==> config.mk <==
export PLATFORM = sky130hd
export DESIGN_NAME = dcs_clock_select
export DESIGN_NICKNAME = d
export VERILOG_FILES = /design/src/dcs_pkg.sv /design/src/dcs_div_if.sv /design/src/dcs_clock_select.sv /design/src/dcs_tick_div.sv
export VERILOG_INCLUDE_DIRS = /design/src
export SDC_FILE = /design/constraint.sdc
export NUM_CORES = 1
export LEC_CHECK = 0
export ABC_AREA = 1
export BUFFER_PORTS_ARGS = -buffer_cell sky130_fd_sc_hd__buf_2
export CAP_MARGIN = 5
export CORE_MARGIN = 10
export CORE_UTILIZATION = 57
export DETAILED_ROUTE_END_ITERATION = 10
export PLACE_DENSITY = 0.85
export SLEW_MARGIN = 10
export SYNTH_ARGS = -nofsm -noshare
export SYNTH_HDL_FRONTEND = slang
export SYNTH_HIERARCHICAL = 1
export SYNTH_SLANG_ARGS = --single-unit
==> constraint.sdc <==
create_clock -name CLK -period 3.9 [get_ports CLK]
set_input_delay 0.195 -clock CLK [delete_from_list [all_inputs] [get_ports CLK]]
set_output_delay 0.195 -clock CLK [all_outputs]
set_load 0.005 [all_outputs]
==> src/dcs_consts.svh <==
// Purpose: constants for the dual oscillator clock select block
// Assumes: register addresses are data-memory addresses of the 4-bit core
// Notes:   counts are terminal counts of up-counting dividers that wrap to zero, except DCS_MAIN_BASE, a divisor
`ifndef DCS_CONSTS_SVH
`define DCS_CONSTS_SVH
`define DCS_ADDR_W        10
`define DCS_ADDR_LOW_SPD  10'h020
`define DCS_LOW_SPD_BIT   2'h0
`define DCS_ADDR_SEL1     10'h027
`define DCS_ADDR_SEL2     10'h028
`define DCS_SEL1_STOP     3
`define DCS_SEL1_SUBDIV   2
`define DCS_SEL1_RANGE    1
`define DCS_SEL1_RESET    4'h0
`define DCS_SEL2_RESET    2'h0
`define DCS_MAIN_BASE     6'h04
`define DCS_SUB_TERM_4    3'h3
`define DCS_SUB_TERM_8    3'h7
`define DCS_W_TERM        3'h7
`endif

==> src/dcs_pkg.sv <==
// Purpose: types for the dual oscillator clock select block
// Assumes: mode codes come from the mode controller
// Notes:   none
package dcs_pkg;
    typedef enum logic [1:0] {
        DCS_ACTIVE    = 2'b00,
        DCS_SUBACTIVE = 2'b01,
        DCS_WATCH     = 2'b10,
        DCS_STOP      = 2'b11
    } dcs_mode_e;
    typedef logic [1:0] dcs_div_t;
endpackage

==> src/dcs_div_if.sv <==
// Purpose: link between the block and one tick divider
// Assumes: one clock domain
// Notes:   none
`timescale 1ns/10ps
interface dcs_div_if #(parameter int W = 5);
    logic         en;
    logic [W-1:0] term;
    logic         tick;
    modport ctl (output en, output term, input tick);
    modport div (input en, input term, output tick);
endinterface

==> src/dcs_clock_select.sv <==
// Purpose: clock divisor selection for main and subsystem oscillators
// Assumes: oscillators arrive as one-cycle enables OSC_TICK and X_TICK
// Notes:   all clock outputs are one-cycle enable pulses on CLK
// Function
// - select one is 4-bit write-only; divisor and range bits clear on reset, stop
// - stop bit changes only on reset or a select one write, not on stop entry; when set, subsystem oscillator halts in stop
// - divisor bit zero gives subsystem clock divided by 8, one gives by 4
// - watch prescaler clock is always subsystem oscillator divided by eight
// - select two is 2-bit write-only; clears on reset and stop entry
// - main divisor codes 00..11 divide by 4, 8, 16, 32; reset 00
// - written main divisor waits; old divisor runs until active is entered again
// - written in active, applies on return to active after watch
// - written in subactive, applies on entering active by any path except through stop, whose entry clears it
// - low-speed flag picks main or subsystem source at mode transitions
// - CPU and peripheral clocks are equal: main divider tick in active, subsystem divider tick in subactive, none otherwise
`timescale 1ns/10ps
`include "dcs_consts.svh"
module dcs_clock_select (
    input  wire logic                   CLK,
    input  wire logic                   RST_N,
    input  wire logic [1:0]             MODE,
    input  wire logic                   OSC_TICK,
    input  wire logic                   X_TICK,
    input  wire logic                   WR_EN,
    input  wire logic [`DCS_ADDR_W-1:0] WR_ADDR,
    input  wire logic [3:0]             WR_DATA,
    input  wire logic                   BIT_WR,
    input  wire logic [`DCS_ADDR_W-1:0] BIT_ADDR,
    input  wire logic [1:0]             BIT_POS,
    input  wire logic                   BIT_VAL,
    output logic                        LOW_SPD_Q,
    output logic                        SRC_SUB,
    output logic                        CPU_TICK,
    output logic                        PER_TICK,
    output logic                        W_TICK,
    output logic                        SUB_OSC_RUN,
    output logic                        RANGE_HI
);
    dcs_pkg::dcs_mode_e mode;
    dcs_pkg::dcs_mode_e mode_reg;
    dcs_pkg::dcs_mode_e mode_next;
    logic [3:0]         sel1_reg;
    logic [3:0]         sel1_next;
    dcs_pkg::dcs_div_t  sel2_reg;
    dcs_pkg::dcs_div_t  sel2_next;
    dcs_pkg::dcs_div_t  act_div_reg;
    dcs_pkg::dcs_div_t  act_div_next;
    logic               low_spd_reg;
    logic               low_spd_next;
    logic               src_reg;
    logic               src_next;
    logic               cpu_reg;
    logic               cpu_next;
    logic               w_reg;
    logic               w_next;
    logic               run_reg;
    logic               run_next;
    logic               stop_entry;
    logic               x_en;
    logic [5:0]         main_div;

    dcs_div_if #(.W(5)) main_if ();
    dcs_div_if #(.W(3)) sub_if ();
    dcs_div_if #(.W(3)) w_if ();

    assign mode       = dcs_pkg::dcs_mode_e'(MODE);
    assign stop_entry = (mode == dcs_pkg::DCS_STOP) && (mode_reg != dcs_pkg::DCS_STOP);
    assign x_en       = X_TICK && run_reg;
    assign main_div   = `DCS_MAIN_BASE << act_div_reg;

    assign main_if.en   = OSC_TICK;
    assign main_if.term = 5'(main_div - 6'h01);
    assign sub_if.en    = x_en;
    assign sub_if.term  = sel1_reg[`DCS_SEL1_SUBDIV] ? `DCS_SUB_TERM_4 : `DCS_SUB_TERM_8;
    assign w_if.en      = x_en;
    assign w_if.term    = `DCS_W_TERM;

    dcs_tick_div #(.W(5)) u_main (.CLK(CLK), .RST_N(RST_N), .port_d(main_if.div));
    dcs_tick_div #(.W(3)) u_sub  (.CLK(CLK), .RST_N(RST_N), .port_d(sub_if.div));
    dcs_tick_div #(.W(3)) u_w    (.CLK(CLK), .RST_N(RST_N), .port_d(w_if.div));

    always_comb begin
        mode_next    = mode;
        sel1_next    = sel1_reg;
        sel2_next    = sel2_reg;
        act_div_next = act_div_reg;
        low_spd_next = low_spd_reg;
        src_next     = src_reg;
        if (WR_EN && WR_ADDR == `DCS_ADDR_SEL1) begin
            sel1_next = WR_DATA;
        end
        if (WR_EN && WR_ADDR == `DCS_ADDR_SEL2) begin
            sel2_next = WR_DATA[1:0];
        end
        if (BIT_WR && BIT_ADDR == `DCS_ADDR_LOW_SPD && BIT_POS == `DCS_LOW_SPD_BIT) begin
            low_spd_next = BIT_VAL;
        end
        // stop entry overrides a write in the same cycle; stop bit survives
        if (stop_entry) begin
            sel1_next[`DCS_SEL1_SUBDIV] = 1'b0;
            sel1_next[`DCS_SEL1_RANGE]  = 1'b0;
            sel2_next                   = `DCS_SEL2_RESET;
        end
        // pending divisor reaches the divider only on entry to active
        if (mode == dcs_pkg::DCS_ACTIVE && mode_reg != dcs_pkg::DCS_ACTIVE) begin
            act_div_next = sel2_reg;
        end
        if (mode != mode_reg) begin
            src_next = low_spd_reg;
        end
        cpu_next = 1'b0;
        if (mode == dcs_pkg::DCS_ACTIVE) begin
            cpu_next = main_if.tick;
        end else if (mode == dcs_pkg::DCS_SUBACTIVE) begin
            cpu_next = sub_if.tick;
        end
        w_next   = w_if.tick;
        run_next = !(mode == dcs_pkg::DCS_STOP && sel1_reg[`DCS_SEL1_STOP]);
    end

    always_ff @(posedge CLK or negedge RST_N) begin
        if (!RST_N) begin
            mode_reg    <= dcs_pkg::DCS_ACTIVE;
            sel1_reg    <= `DCS_SEL1_RESET;
            sel2_reg    <= `DCS_SEL2_RESET;
            act_div_reg <= `DCS_SEL2_RESET;
            low_spd_reg <= 1'b0;
            src_reg     <= 1'b0;
            cpu_reg     <= 1'b0;
            w_reg       <= 1'b0;
            run_reg     <= 1'b1;
        end else begin
            mode_reg    <= mode_next;
            sel1_reg    <= sel1_next;
            sel2_reg    <= sel2_next;
            act_div_reg <= act_div_next;
            low_spd_reg <= low_spd_next;
            src_reg     <= src_next;
            cpu_reg     <= cpu_next;
            w_reg       <= w_next;
            run_reg     <= run_next;
        end
    end

    assign LOW_SPD_Q   = low_spd_reg;
    assign SRC_SUB     = src_reg;
    assign CPU_TICK    = cpu_reg;
    assign PER_TICK    = cpu_reg;
    assign W_TICK      = w_reg;
    assign SUB_OSC_RUN = run_reg;
    assign RANGE_HI    = sel1_reg[`DCS_SEL1_RANGE];

    stop_clear_a: assert property (@(posedge CLK) disable iff (!RST_N)
        stop_entry |=> (sel2_reg == 2'h0) && !sel1_reg[2] && !sel1_reg[1])
        else $error("stop entry did not clear selection bits");
    stop_bit_keep_a: assert property (@(posedge CLK) disable iff (!RST_N)
        (stop_entry && !(WR_EN && WR_ADDR == `DCS_ADDR_SEL1))
        |=> sel1_reg[3] == $past(sel1_reg[3]))
        else $error("stop bit changed on stop entry");
    osc_halt_a: assert property (@(posedge CLK) disable iff (!RST_N)
        (mode == dcs_pkg::DCS_STOP && sel1_reg[3]) |=> !SUB_OSC_RUN)
        else $error("subsystem oscillator ran in stop with stop bit set");
    sub_term_a: assert property (@(posedge CLK) disable iff (!RST_N)
        sub_if.term == (sel1_reg[2] ? 3'h3 : 3'h7))
        else $error("subsystem divisor mismatch");
    w_fixed_a: assert property (@(posedge CLK) disable iff (!RST_N)
        $rose(sel1_reg[2]) |-> w_if.term == 3'h7)
        else $error("watch prescaler divisor moved");
    main_term_a: assert property (@(posedge CLK) disable iff (!RST_N)
        main_if.term == 5'((6'h04 << act_div_reg) - 6'h01))
        else $error("main divisor terminal count wrong");
    div_hold_a: assert property (@(posedge CLK) disable iff (!RST_N)
        (mode == dcs_pkg::DCS_ACTIVE && mode_reg == dcs_pkg::DCS_ACTIVE)
        |=> $stable(act_div_reg))
        else $error("divisor changed without leaving active");
    div_apply_a: assert property (@(posedge CLK) disable iff (!RST_N)
        (mode == dcs_pkg::DCS_ACTIVE && mode_reg != dcs_pkg::DCS_ACTIVE)
        |=> act_div_reg == $past(sel2_reg))
        else $error("pending divisor not applied on entering active");
    src_pick_a: assert property (@(posedge CLK) disable iff (!RST_N)
        (mode != mode_reg) |=> SRC_SUB == $past(low_spd_reg))
        else $error("source not taken from low-speed flag at transition");
    idle_tick_a: assert property (@(posedge CLK) disable iff (!RST_N)
        (mode == dcs_pkg::DCS_WATCH || mode == dcs_pkg::DCS_STOP) |=> !CPU_TICK && !PER_TICK)
        else $error("cpu clock ran in watch or stop");
    // write paths, tick routing and hold checks
    sel1_write_a: assert property (@(posedge CLK) disable iff (!RST_N)
        (WR_EN && WR_ADDR == `DCS_ADDR_SEL1 && !stop_entry) |=> sel1_reg == $past(WR_DATA))
        else $error("select one write not stored");
    sel2_write_a: assert property (@(posedge CLK) disable iff (!RST_N)
        (WR_EN && WR_ADDR == `DCS_ADDR_SEL2 && !stop_entry) |=> sel2_reg == $past(WR_DATA[1:0]))
        else $error("select two write not stored");
    flag_write_a: assert property (@(posedge CLK) disable iff (!RST_N)
        (BIT_WR && BIT_ADDR == `DCS_ADDR_LOW_SPD && BIT_POS == `DCS_LOW_SPD_BIT)
        |=> LOW_SPD_Q == $past(BIT_VAL))
        else $error("low-speed flag bit write not stored");
    main_tick_a: assert property (@(posedge CLK) disable iff (!RST_N)
        (mode == dcs_pkg::DCS_ACTIVE) |=> CPU_TICK == $past(main_if.tick))
        else $error("cpu clock not taken from main divider in active");
    sub_tick_a: assert property (@(posedge CLK) disable iff (!RST_N)
        (mode == dcs_pkg::DCS_SUBACTIVE) |=> CPU_TICK == $past(sub_if.tick))
        else $error("cpu clock not taken from subsystem divider in subactive");
    per_equal_a: assert property (@(posedge CLK) disable iff (!RST_N)
        PER_TICK == CPU_TICK)
        else $error("peripheral clock differs from cpu clock");
    w_tick_a: assert property (@(posedge CLK) disable iff (!RST_N)
        W_TICK == $past(w_if.tick))
        else $error("watch prescaler clock not the fixed divider tick");
    osc_stall_a: assert property (@(posedge CLK) disable iff (!RST_N)
        !SUB_OSC_RUN |-> !sub_if.tick && !w_if.tick)
        else $error("subsystem dividers ran while oscillator halted");
    src_hold_a: assert property (@(posedge CLK) disable iff (!RST_N)
        (mode == mode_reg) |=> $stable(SRC_SUB))
        else $error("source moved without a mode transition");
    stop_hold_a: assert property (@(posedge CLK) disable iff (!RST_N)
        !(WR_EN && WR_ADDR == `DCS_ADDR_SEL1) |=> $stable(sel1_reg[`DCS_SEL1_STOP]))
        else $error("stop bit changed without a write");
    div_idle_a: assert property (@(posedge CLK) disable iff (!RST_N)
        (mode != dcs_pkg::DCS_ACTIVE) |=> $stable(act_div_reg))
        else $error("divisor changed outside the entry to active");
endmodule

==> src/dcs_tick_div.sv <==
// Purpose: counts input enables and pulses once every term+1 of them
// Assumes: term may change at any time; counter wraps at the new term
// Notes:   tick is a one-cycle pulse coincident with the last enable
`timescale 1ns/10ps
module dcs_tick_div #(parameter int W = 5) (
    input  wire logic CLK,
    input  wire logic RST_N,
    dcs_div_if.div    port_d
);
    logic [W-1:0] cnt_reg;
    logic [W-1:0] cnt_next;
    logic         hit;

    always_comb begin
        hit      = port_d.en && (cnt_reg >= port_d.term);
        cnt_next = cnt_reg;
        if (hit) begin
            cnt_next = '0;
        end else if (port_d.en) begin
            cnt_next = cnt_reg + 1'b1;
        end
    end

    always_ff @(posedge CLK or negedge RST_N) begin
        if (!RST_N) begin
            cnt_reg <= '0;
        end else begin
            cnt_reg <= cnt_next;
        end
    end

    assign port_d.tick = hit;
endmodule

==> impl_metrics.csv, run 1 <==
group,metric,value,unit
worst_setup_path,required,4120,ps
synthesis,synth_cell_type_count,31,
synthesis,syn-instance-count,219,
clock_network,cts_tree,"built",
floorplanning,die_w,74.2,um
drt,first_pass_iters,4,
worst_setup_path,worstPathArrival,1880,ps
cells_and_area,antennaDiodeCount,0,
grt,grt_max_degree,26,
clock_network,clock-root-buffer,"clkbuf_4",
worst_setup_path,path_common_cell,"nor2_2",
clock_network,cts_sinks,25,
timing,finalHoldViolations,0,
clock_network,clk_path_buf_depth,2,
worst_setup_path,r2r-end,"CPU_TICK",
placed_design,io_buffer_count,41,
cells_and_area,fin_util,70.9,%
worst_setup_path,worst_path_max_delay_cell,"dfrtp_1",
power,ir_drop,0.000254,V
timing,rsz0062_at_grt,"false",
drt,drtIter0Drc,58,
cells_and_area,syn_to_final_growth,17.6,%
grt,overflow,0,
clock_network,path_clk_slew,140,ps
timing,finalCritPeriodShare,42.6,%
drt,wl_per_cell,10.5,um
clock_network,cts_setup_buffers,0,
min_path,hp-class,"in -> reg",
synthesis,synth_area,1680,um^2
grt,antenna_found_initial,0,
worst_setup_path,rr_worst_depth,9,
timing,maxSlewViolCount,0,
worst_setup_path,crit_chain,"or2_2 -> inv_1 -> ha_1 -> nand2_1 -> nor2_2 -> nor2_2 -> nor2_4 -> mux2i_1 -> nor2_1",
min_path,hold_depth,1,
timing,setup-violations-final,0,
worst_setup_path,r2r_setup_slack,2240,ps
floorplanning,start_util,60.3,%
synthesis,synth-seq-cells,25,
placed_design,place.gp.congestion,0.875,
cells_and_area,stdcell_area,1970,um^2
worst_setup_path,worstReg2RegStart,"act_div_reg[1]",
timing,fin_skew,7.28,ps
drt,antenna_left,0,
floorplanning,die_area,5510,um^2
worst_setup_path,end_kind,"flop",
timing,setup_tns,0,ps
timing,timing.fmax,601,MHz
floorplanning,num_rows,19,
floorplanning,core_area,2780,um^2
drt,wirelength,3160,um
run_status,status,"finished, final reports clean",
floorplanning,die_y,74.2,um
clock_network,clk_latency,310,ps
worst_setup_path,worstPathMaxFanout,4,
drt,vias,1449,
timing,slew_headroom,64.7,%
power,power,756,uW
grt,grt_first_pass_wirelength,5550,um
clock_network,cts_resized,0,
power,leakage,0.00118,uW
cells_and_area,nets,319,
min_path,worstHoldStart,"MODE[1]",
min_path,holdPathEnd,"mode_reg[1]",
clock_network,cts_made_buffers,3,
clock_network,cts-htree-levels,1,
worst_setup_path,crit_type,"reg -> reg",
drt,route.detailed.drc,0,
grt,grt_pass1_vias,1459,
worst_setup_path,crit_buf_inv,1,
cells_and_area,largest_register_ffs,5,
worst_setup_path,cpPeakStageDelay,420,ps
synthesis,yosysSeqAreaShare,37.4,%
worst_setup_path,path_delay_family,"simple AND/OR/NAND/NOR gates",
run,drv_cap,0,
worst_setup_path,startpoint_type,"flop",
drt,vias_per_cell,4.83,
placed_design,placed_cell_area,1930,um^2
cells_and_area,layout-drive-gt1-share,26.8,%
power,power.density,384,nW/um^2
synthesis,synth.avg_cell_area,7.66,um^2
timing,max_slew.worst_pin.slew,530,ps
floorplanning,pin_count,42,
synthesis,ys.warnings.count,6,
grt,track_usage,11.9,%
placed_design,dp_hpwl,2730,um
timing,fin_crit,1660,ps
-- cell type report --
class / instances / area, um^2
timing repair buffer: 42 / 215
inverter: 46 / 173
sequential: 25 / 627
clock inverter: 1 / 7.51
clock buffer: 3 / 22.5
tap: 31 / 38.8
multi-input combinational: 152 / 888
fill: 215 / 810
-- per-stage QoR --
step                      hold slack (ps)  std cells  setup slack, ps
after floorplan                      -101        225             2360
after global routing                 30.9        300             2130
final                                55.3        300             2240
after detailed placement              213        295             2260
after global placement                209        295             2320
after CTS                            37.4        300             2250
-- power by group --
part / total [uW] / leakage [uW] / internal [uW] / switching [uW]
sequential: 341 / 0.000319 / 304 / 37.1
clock: 114 / 0.0000139 / 39.0 / 75.1
combinational: 301 / 0.000846 / 131 / 169
total: 756 / 0.00118 / 475 / 282
-- routing by layer --
metal  GRT usage [%]  wire (um)  part of all wire, %
met4            3.66         14                 0.44
met1            13.6       1420                   45
met3            3.72        253                  8.0
met2            20.8       1470                   47
met5               0          0                    0
-- worst max-delay path by stage --
stage,start,to,cells past startpoint
3_5_place_dp,act_div_reg[1],CPU_TICK,9
5_1_grt,act_div_reg[1],CPU_TICK,9
4_1_cts,act_div_reg[1],CPU_TICK,9
3_3_place_gp,act_div_reg[1],CPU_TICK,9
6_report,act_div_reg[1],CPU_TICK,9
2_1_floorplan,act_div_reg[1],CPU_TICK,9
-- cell usage in the layout (no fill, tap or decap), types with 2 or more instances in the layout --
cell and count:
dfrtp_1 24, ha_1 14, buf_2 41, nand2_1 54, o21ai_0 2, nor2_1 14
nand4_1 8, inv_1 41, xnor2_1 4, nor2_2 7, conb_1 7, inv_2 3
nand2_2 9, clkbuf_4 3, nand3_1 13, a21oi_2 2, clkinv_1 2, xor2_1 3
and2_1 2, a21oi_1 3
-- cells by family after synthesis --
group	after synthesis	share of synthesized area, %
simple gates	114	33.4
flops	25	37.4
xor+xnor	7	3.66
other cells	1	0.224
mux	1	0.597
fa+ha+maj	14	10.4
compound gates	9	3.28
buf+inv	48	11.0
-- cells in the mapped netlist --
cell       n  area share (%)
xor2_1     3             1.6
o21ai_0    2            0.60
nor3_4     1            0.97
a21oi_1    3            0.90
nand3b_1   1            0.45
conb_1     1            0.22
a21oi_2    2             1.0
dfstp_2    1             1.6
xnor2_1    4             2.1
nand2_2    9             3.4
o21ai_1    1            0.30
nor2_2     7             2.6
or2_1      1            0.37
nor2_1    14             3.1
nand4_1    8             3.0
inv_2      3            0.67
nor2_8     1             1.2
clkinv_1   2            0.45
clkbuf_1   1            0.22
ha_1      14              10
nand2_1   54              12
nand3_2    1            0.60
mux2i_1    1            0.60
inv_1     41             9.2
nand3_1   13             3.9
a21boi_1   1            0.45
and2_1     2            0.75
nor2_4     1            0.67
buf_4      1            0.45
dfrtp_1   24              36
or2_2      1            0.37
-- timing repair --
item                                    4_1_cts  5_1_grt
endpoints found under the setup margin        0        0
hold endpoints to repair                     24        0
hold buffers                                  1        0
No activity file was read; power rests on OpenSTA's default activity.
==> run 2, diff against run 1 <==
Settings changed: CORE_UTILIZATION 57 to 53, PLACE_DENSITY 0.85 to 0.8.
Clock period 3.9 ns to 1.6 ns, I/O delays scaled along.
==> impl_metrics.csv, run 2 (synthesis gave the netlist of run 1 again) <==
group,metric,value,unit
run_status,status,"finished, final reports clean",
clock_network,clk_path_buf_depth,2,
timing,finalHoldViolations,0,
clock_network,cts-htree-levels,1,
timing,fin_crit,1540,ps
grt,grt_pass1_vias,1477,
clock_network,cts_made_buffers,3,
placed_design,dp_hpwl,2680,um
drt,wl_per_cell,10.6,um
cells_and_area,syn_to_final_growth,25.9,%
grt,overflow,0,
timing,fin_skew,6.16,ps
power,ir_drop,0.000421,V
worst_setup_path,crit_chain,"or2_4 -> inv_2 -> ha_4 -> nand2_2 -> nor2_4 -> nor2_4 -> nor2_4 -> mux2i_1 -> nor2_1",
power,power,1980,uW
cells_and_area,largest_register_ffs,5,
worst_setup_path,end_kind,"flop",
run,drv_cap,0,
clock_network,clk_latency,310,ps
worst_setup_path,crit_type,"reg -> reg",
power,leakage,0.00122,uW
worst_setup_path,worstPathArrival,1750,ps
grt,grt_first_pass_wirelength,5730,um
cells_and_area,mostFrequentLayoutCells,"nand2_1, buf_2, inv_1",
floorplanning,pin_count,42,
clock_network,cts_sinks,25,
power,combinationalPowerShare,43.6,%
drt,drtIter0Drc,49,
grt,track_usage,11.2,%
worst_setup_path,required,1810,ps
clock_network,cts_tree,"built",
grt,grt_max_degree,26,
floorplanning,die_area,5810,um^2
cells_and_area,layout_commonest_cell,"nand2_1",
drt,route.detailed.drc,0,
drt,first_pass_iters,4,
cells_and_area,antennaDiodeCount,0,
cells_and_area,ff_latch_area,627,um^2
worst_setup_path,path_common_cell,"nor2_4",
power,power.density,936,nW/um^2
drt,wirelength,3380,um
floorplanning,start_util,54.9,%
power,p_switching,747,uW
timing,finalCritPeriodShare,96.0,%
floorplanning,core_area,3050,um^2
worst_setup_path,startpoint_type,"flop",
cells_and_area,nFillCells,260,
timing,slew_headroom,63.8,%
worst_setup_path,cpPeakStageDelay,420,ps
power,pwr-share-clk,13.9,%
power,swShare,37.8,%
drt,antenna_left,0,
cells_and_area,layout-drive-gt1-share,32.0,%
cells_and_area,multiInputGateArea,961,um^2
grt,antenna_found_initial,0,
clock_network,path_clk_slew,130,ps
min_path,hp-class,"in -> reg",
timing,setup-violations-final,0,
floorplanning,die_y,76.2,um
placed_design,place.gp.congestion,0.782,
floorplanning,die_w,76.2,um
placed_design,io_buffer_count,41,
cells_and_area,nets,325,
cells_and_area,final_cells,319,
timing,timing.fmax,651,MHz
placed_design,post-place-cells,309,
timing,max_slew.worst_pin.slew,543,ps
floorplanning,num_rows,20,
worst_setup_path,worstPathMaxFanout,3,
drt,vias,1458,
worst_setup_path,worst_path_max_delay_cell,"dfrtp_1",
timing,maxSlewViolCount,0,
drt,vias_per_cell,4.57,
power,pwr-share-seq,42.5,%
power,internal-power,1230,uW
clock_network,clock-root-buffer,"clkbuf_4",
## run 2: changes by cell type in the layout (fill, tap and decap cells not counted), moves of 2 or more
cell | before | now
nand2_1 | 54 | 49
inv_1 | 41 | 37
inv_2 | 3 | 7
nand2_2 | 9 | 13
buf_4 | 0 | 3
dlygate4sd3_1 | 1 | 4
ha_1 | 14 | 11
ha_4 | 0 | 3
nor2_2 | 7 | 5
nor2_4 | 1 | 3
## run 2: power by group through the flow
stage / logic, uW / registers [uW] / clock network, uW
after floorplan: 568 / 827 / 0
after global placement: 718 / 845 / 0
after detailed placement: 751 / 850 / 0
after CTS: 761 / 837 / 290
after global routing: 990 / 852 / 315
final: 861 / 840 / 275
## run 2: layer usage
metal | up-vias | global-route usage [%] | share of wire, %
met5 | - | 0 | 0
met4 | 0 | 5.02 | 0.80
met3 | 2 | 2.24 | 5.5
met2 | 40 | 19.6 | 50
met1 | 643 | 12.8 | 44
li1 | 773 | - | -
## run 2: critical path: cells and delay by family (launching register included)
family	cells	cell delay, ps
flops	1	420
mux	1	130
simple gates	6	630
fa+ha+maj	1	200
buf+inv	1	60
## run 2: cell type report
| cell class | instances | area share, % |
|---|---|---|
| repair buffers | 48 | 12.7 |
| multi-input cells | 152 | 45.5 |
| inverters | 46 | 8.18 |
| clock buffers | 3 | 1.07 |
| well taps | 44 | 2.61 |
| clock inverters | 1 | 0.237 |
| flip-flops and latches | 25 | 29.7 |
## run 2: repair_timing
action                                  in CTS  in global routing
hold buffers                                 4                  0
endpoints found under the hold margin       28                  0
pin swaps                                    2                 11
resized for setup                            0                 17
endpoints found under the setup margin       3                  3
buffers inserted                             1                  1
## run 2: worst paths after layout
check                               startpoint          endpoint  slack (ps)  cells past startpoint
worst max-delay path            act_div_reg[0]          CPU_TICK          60                      9
worst min-delay path                   BIT_VAL         LOW_SPD_Q          40                      5
worst max register to register  act_div_reg[0]          CPU_TICK          60                      9
worst min register to register     sel1_reg[3]       SUB_OSC_RUN         410                      1
max in group asynchronous                RST_N       SUB_OSC_RUN         970                      2
min in group asynchronous                RST_N  u_sub/cnt_reg[2]         260                      2
## run 2: stage by stage
step	area, um^2	util (%)	hold slack [ps]	setup WS [ps]	TNS (ps)
2_1_floorplan	1700	-	-216	64.3	0
3_3_place_gp	1960	64.1	94.2	34.9	0
3_5_place_dp	1960	64.1	97.8	-7.44	-7.44
4_1_cts	2030	66.5	28.9	2.84	0
5_1_grt	2110	69.1	42.3	-14.1	-14.1
6_report	2110	69.1	36.1	64.2	0
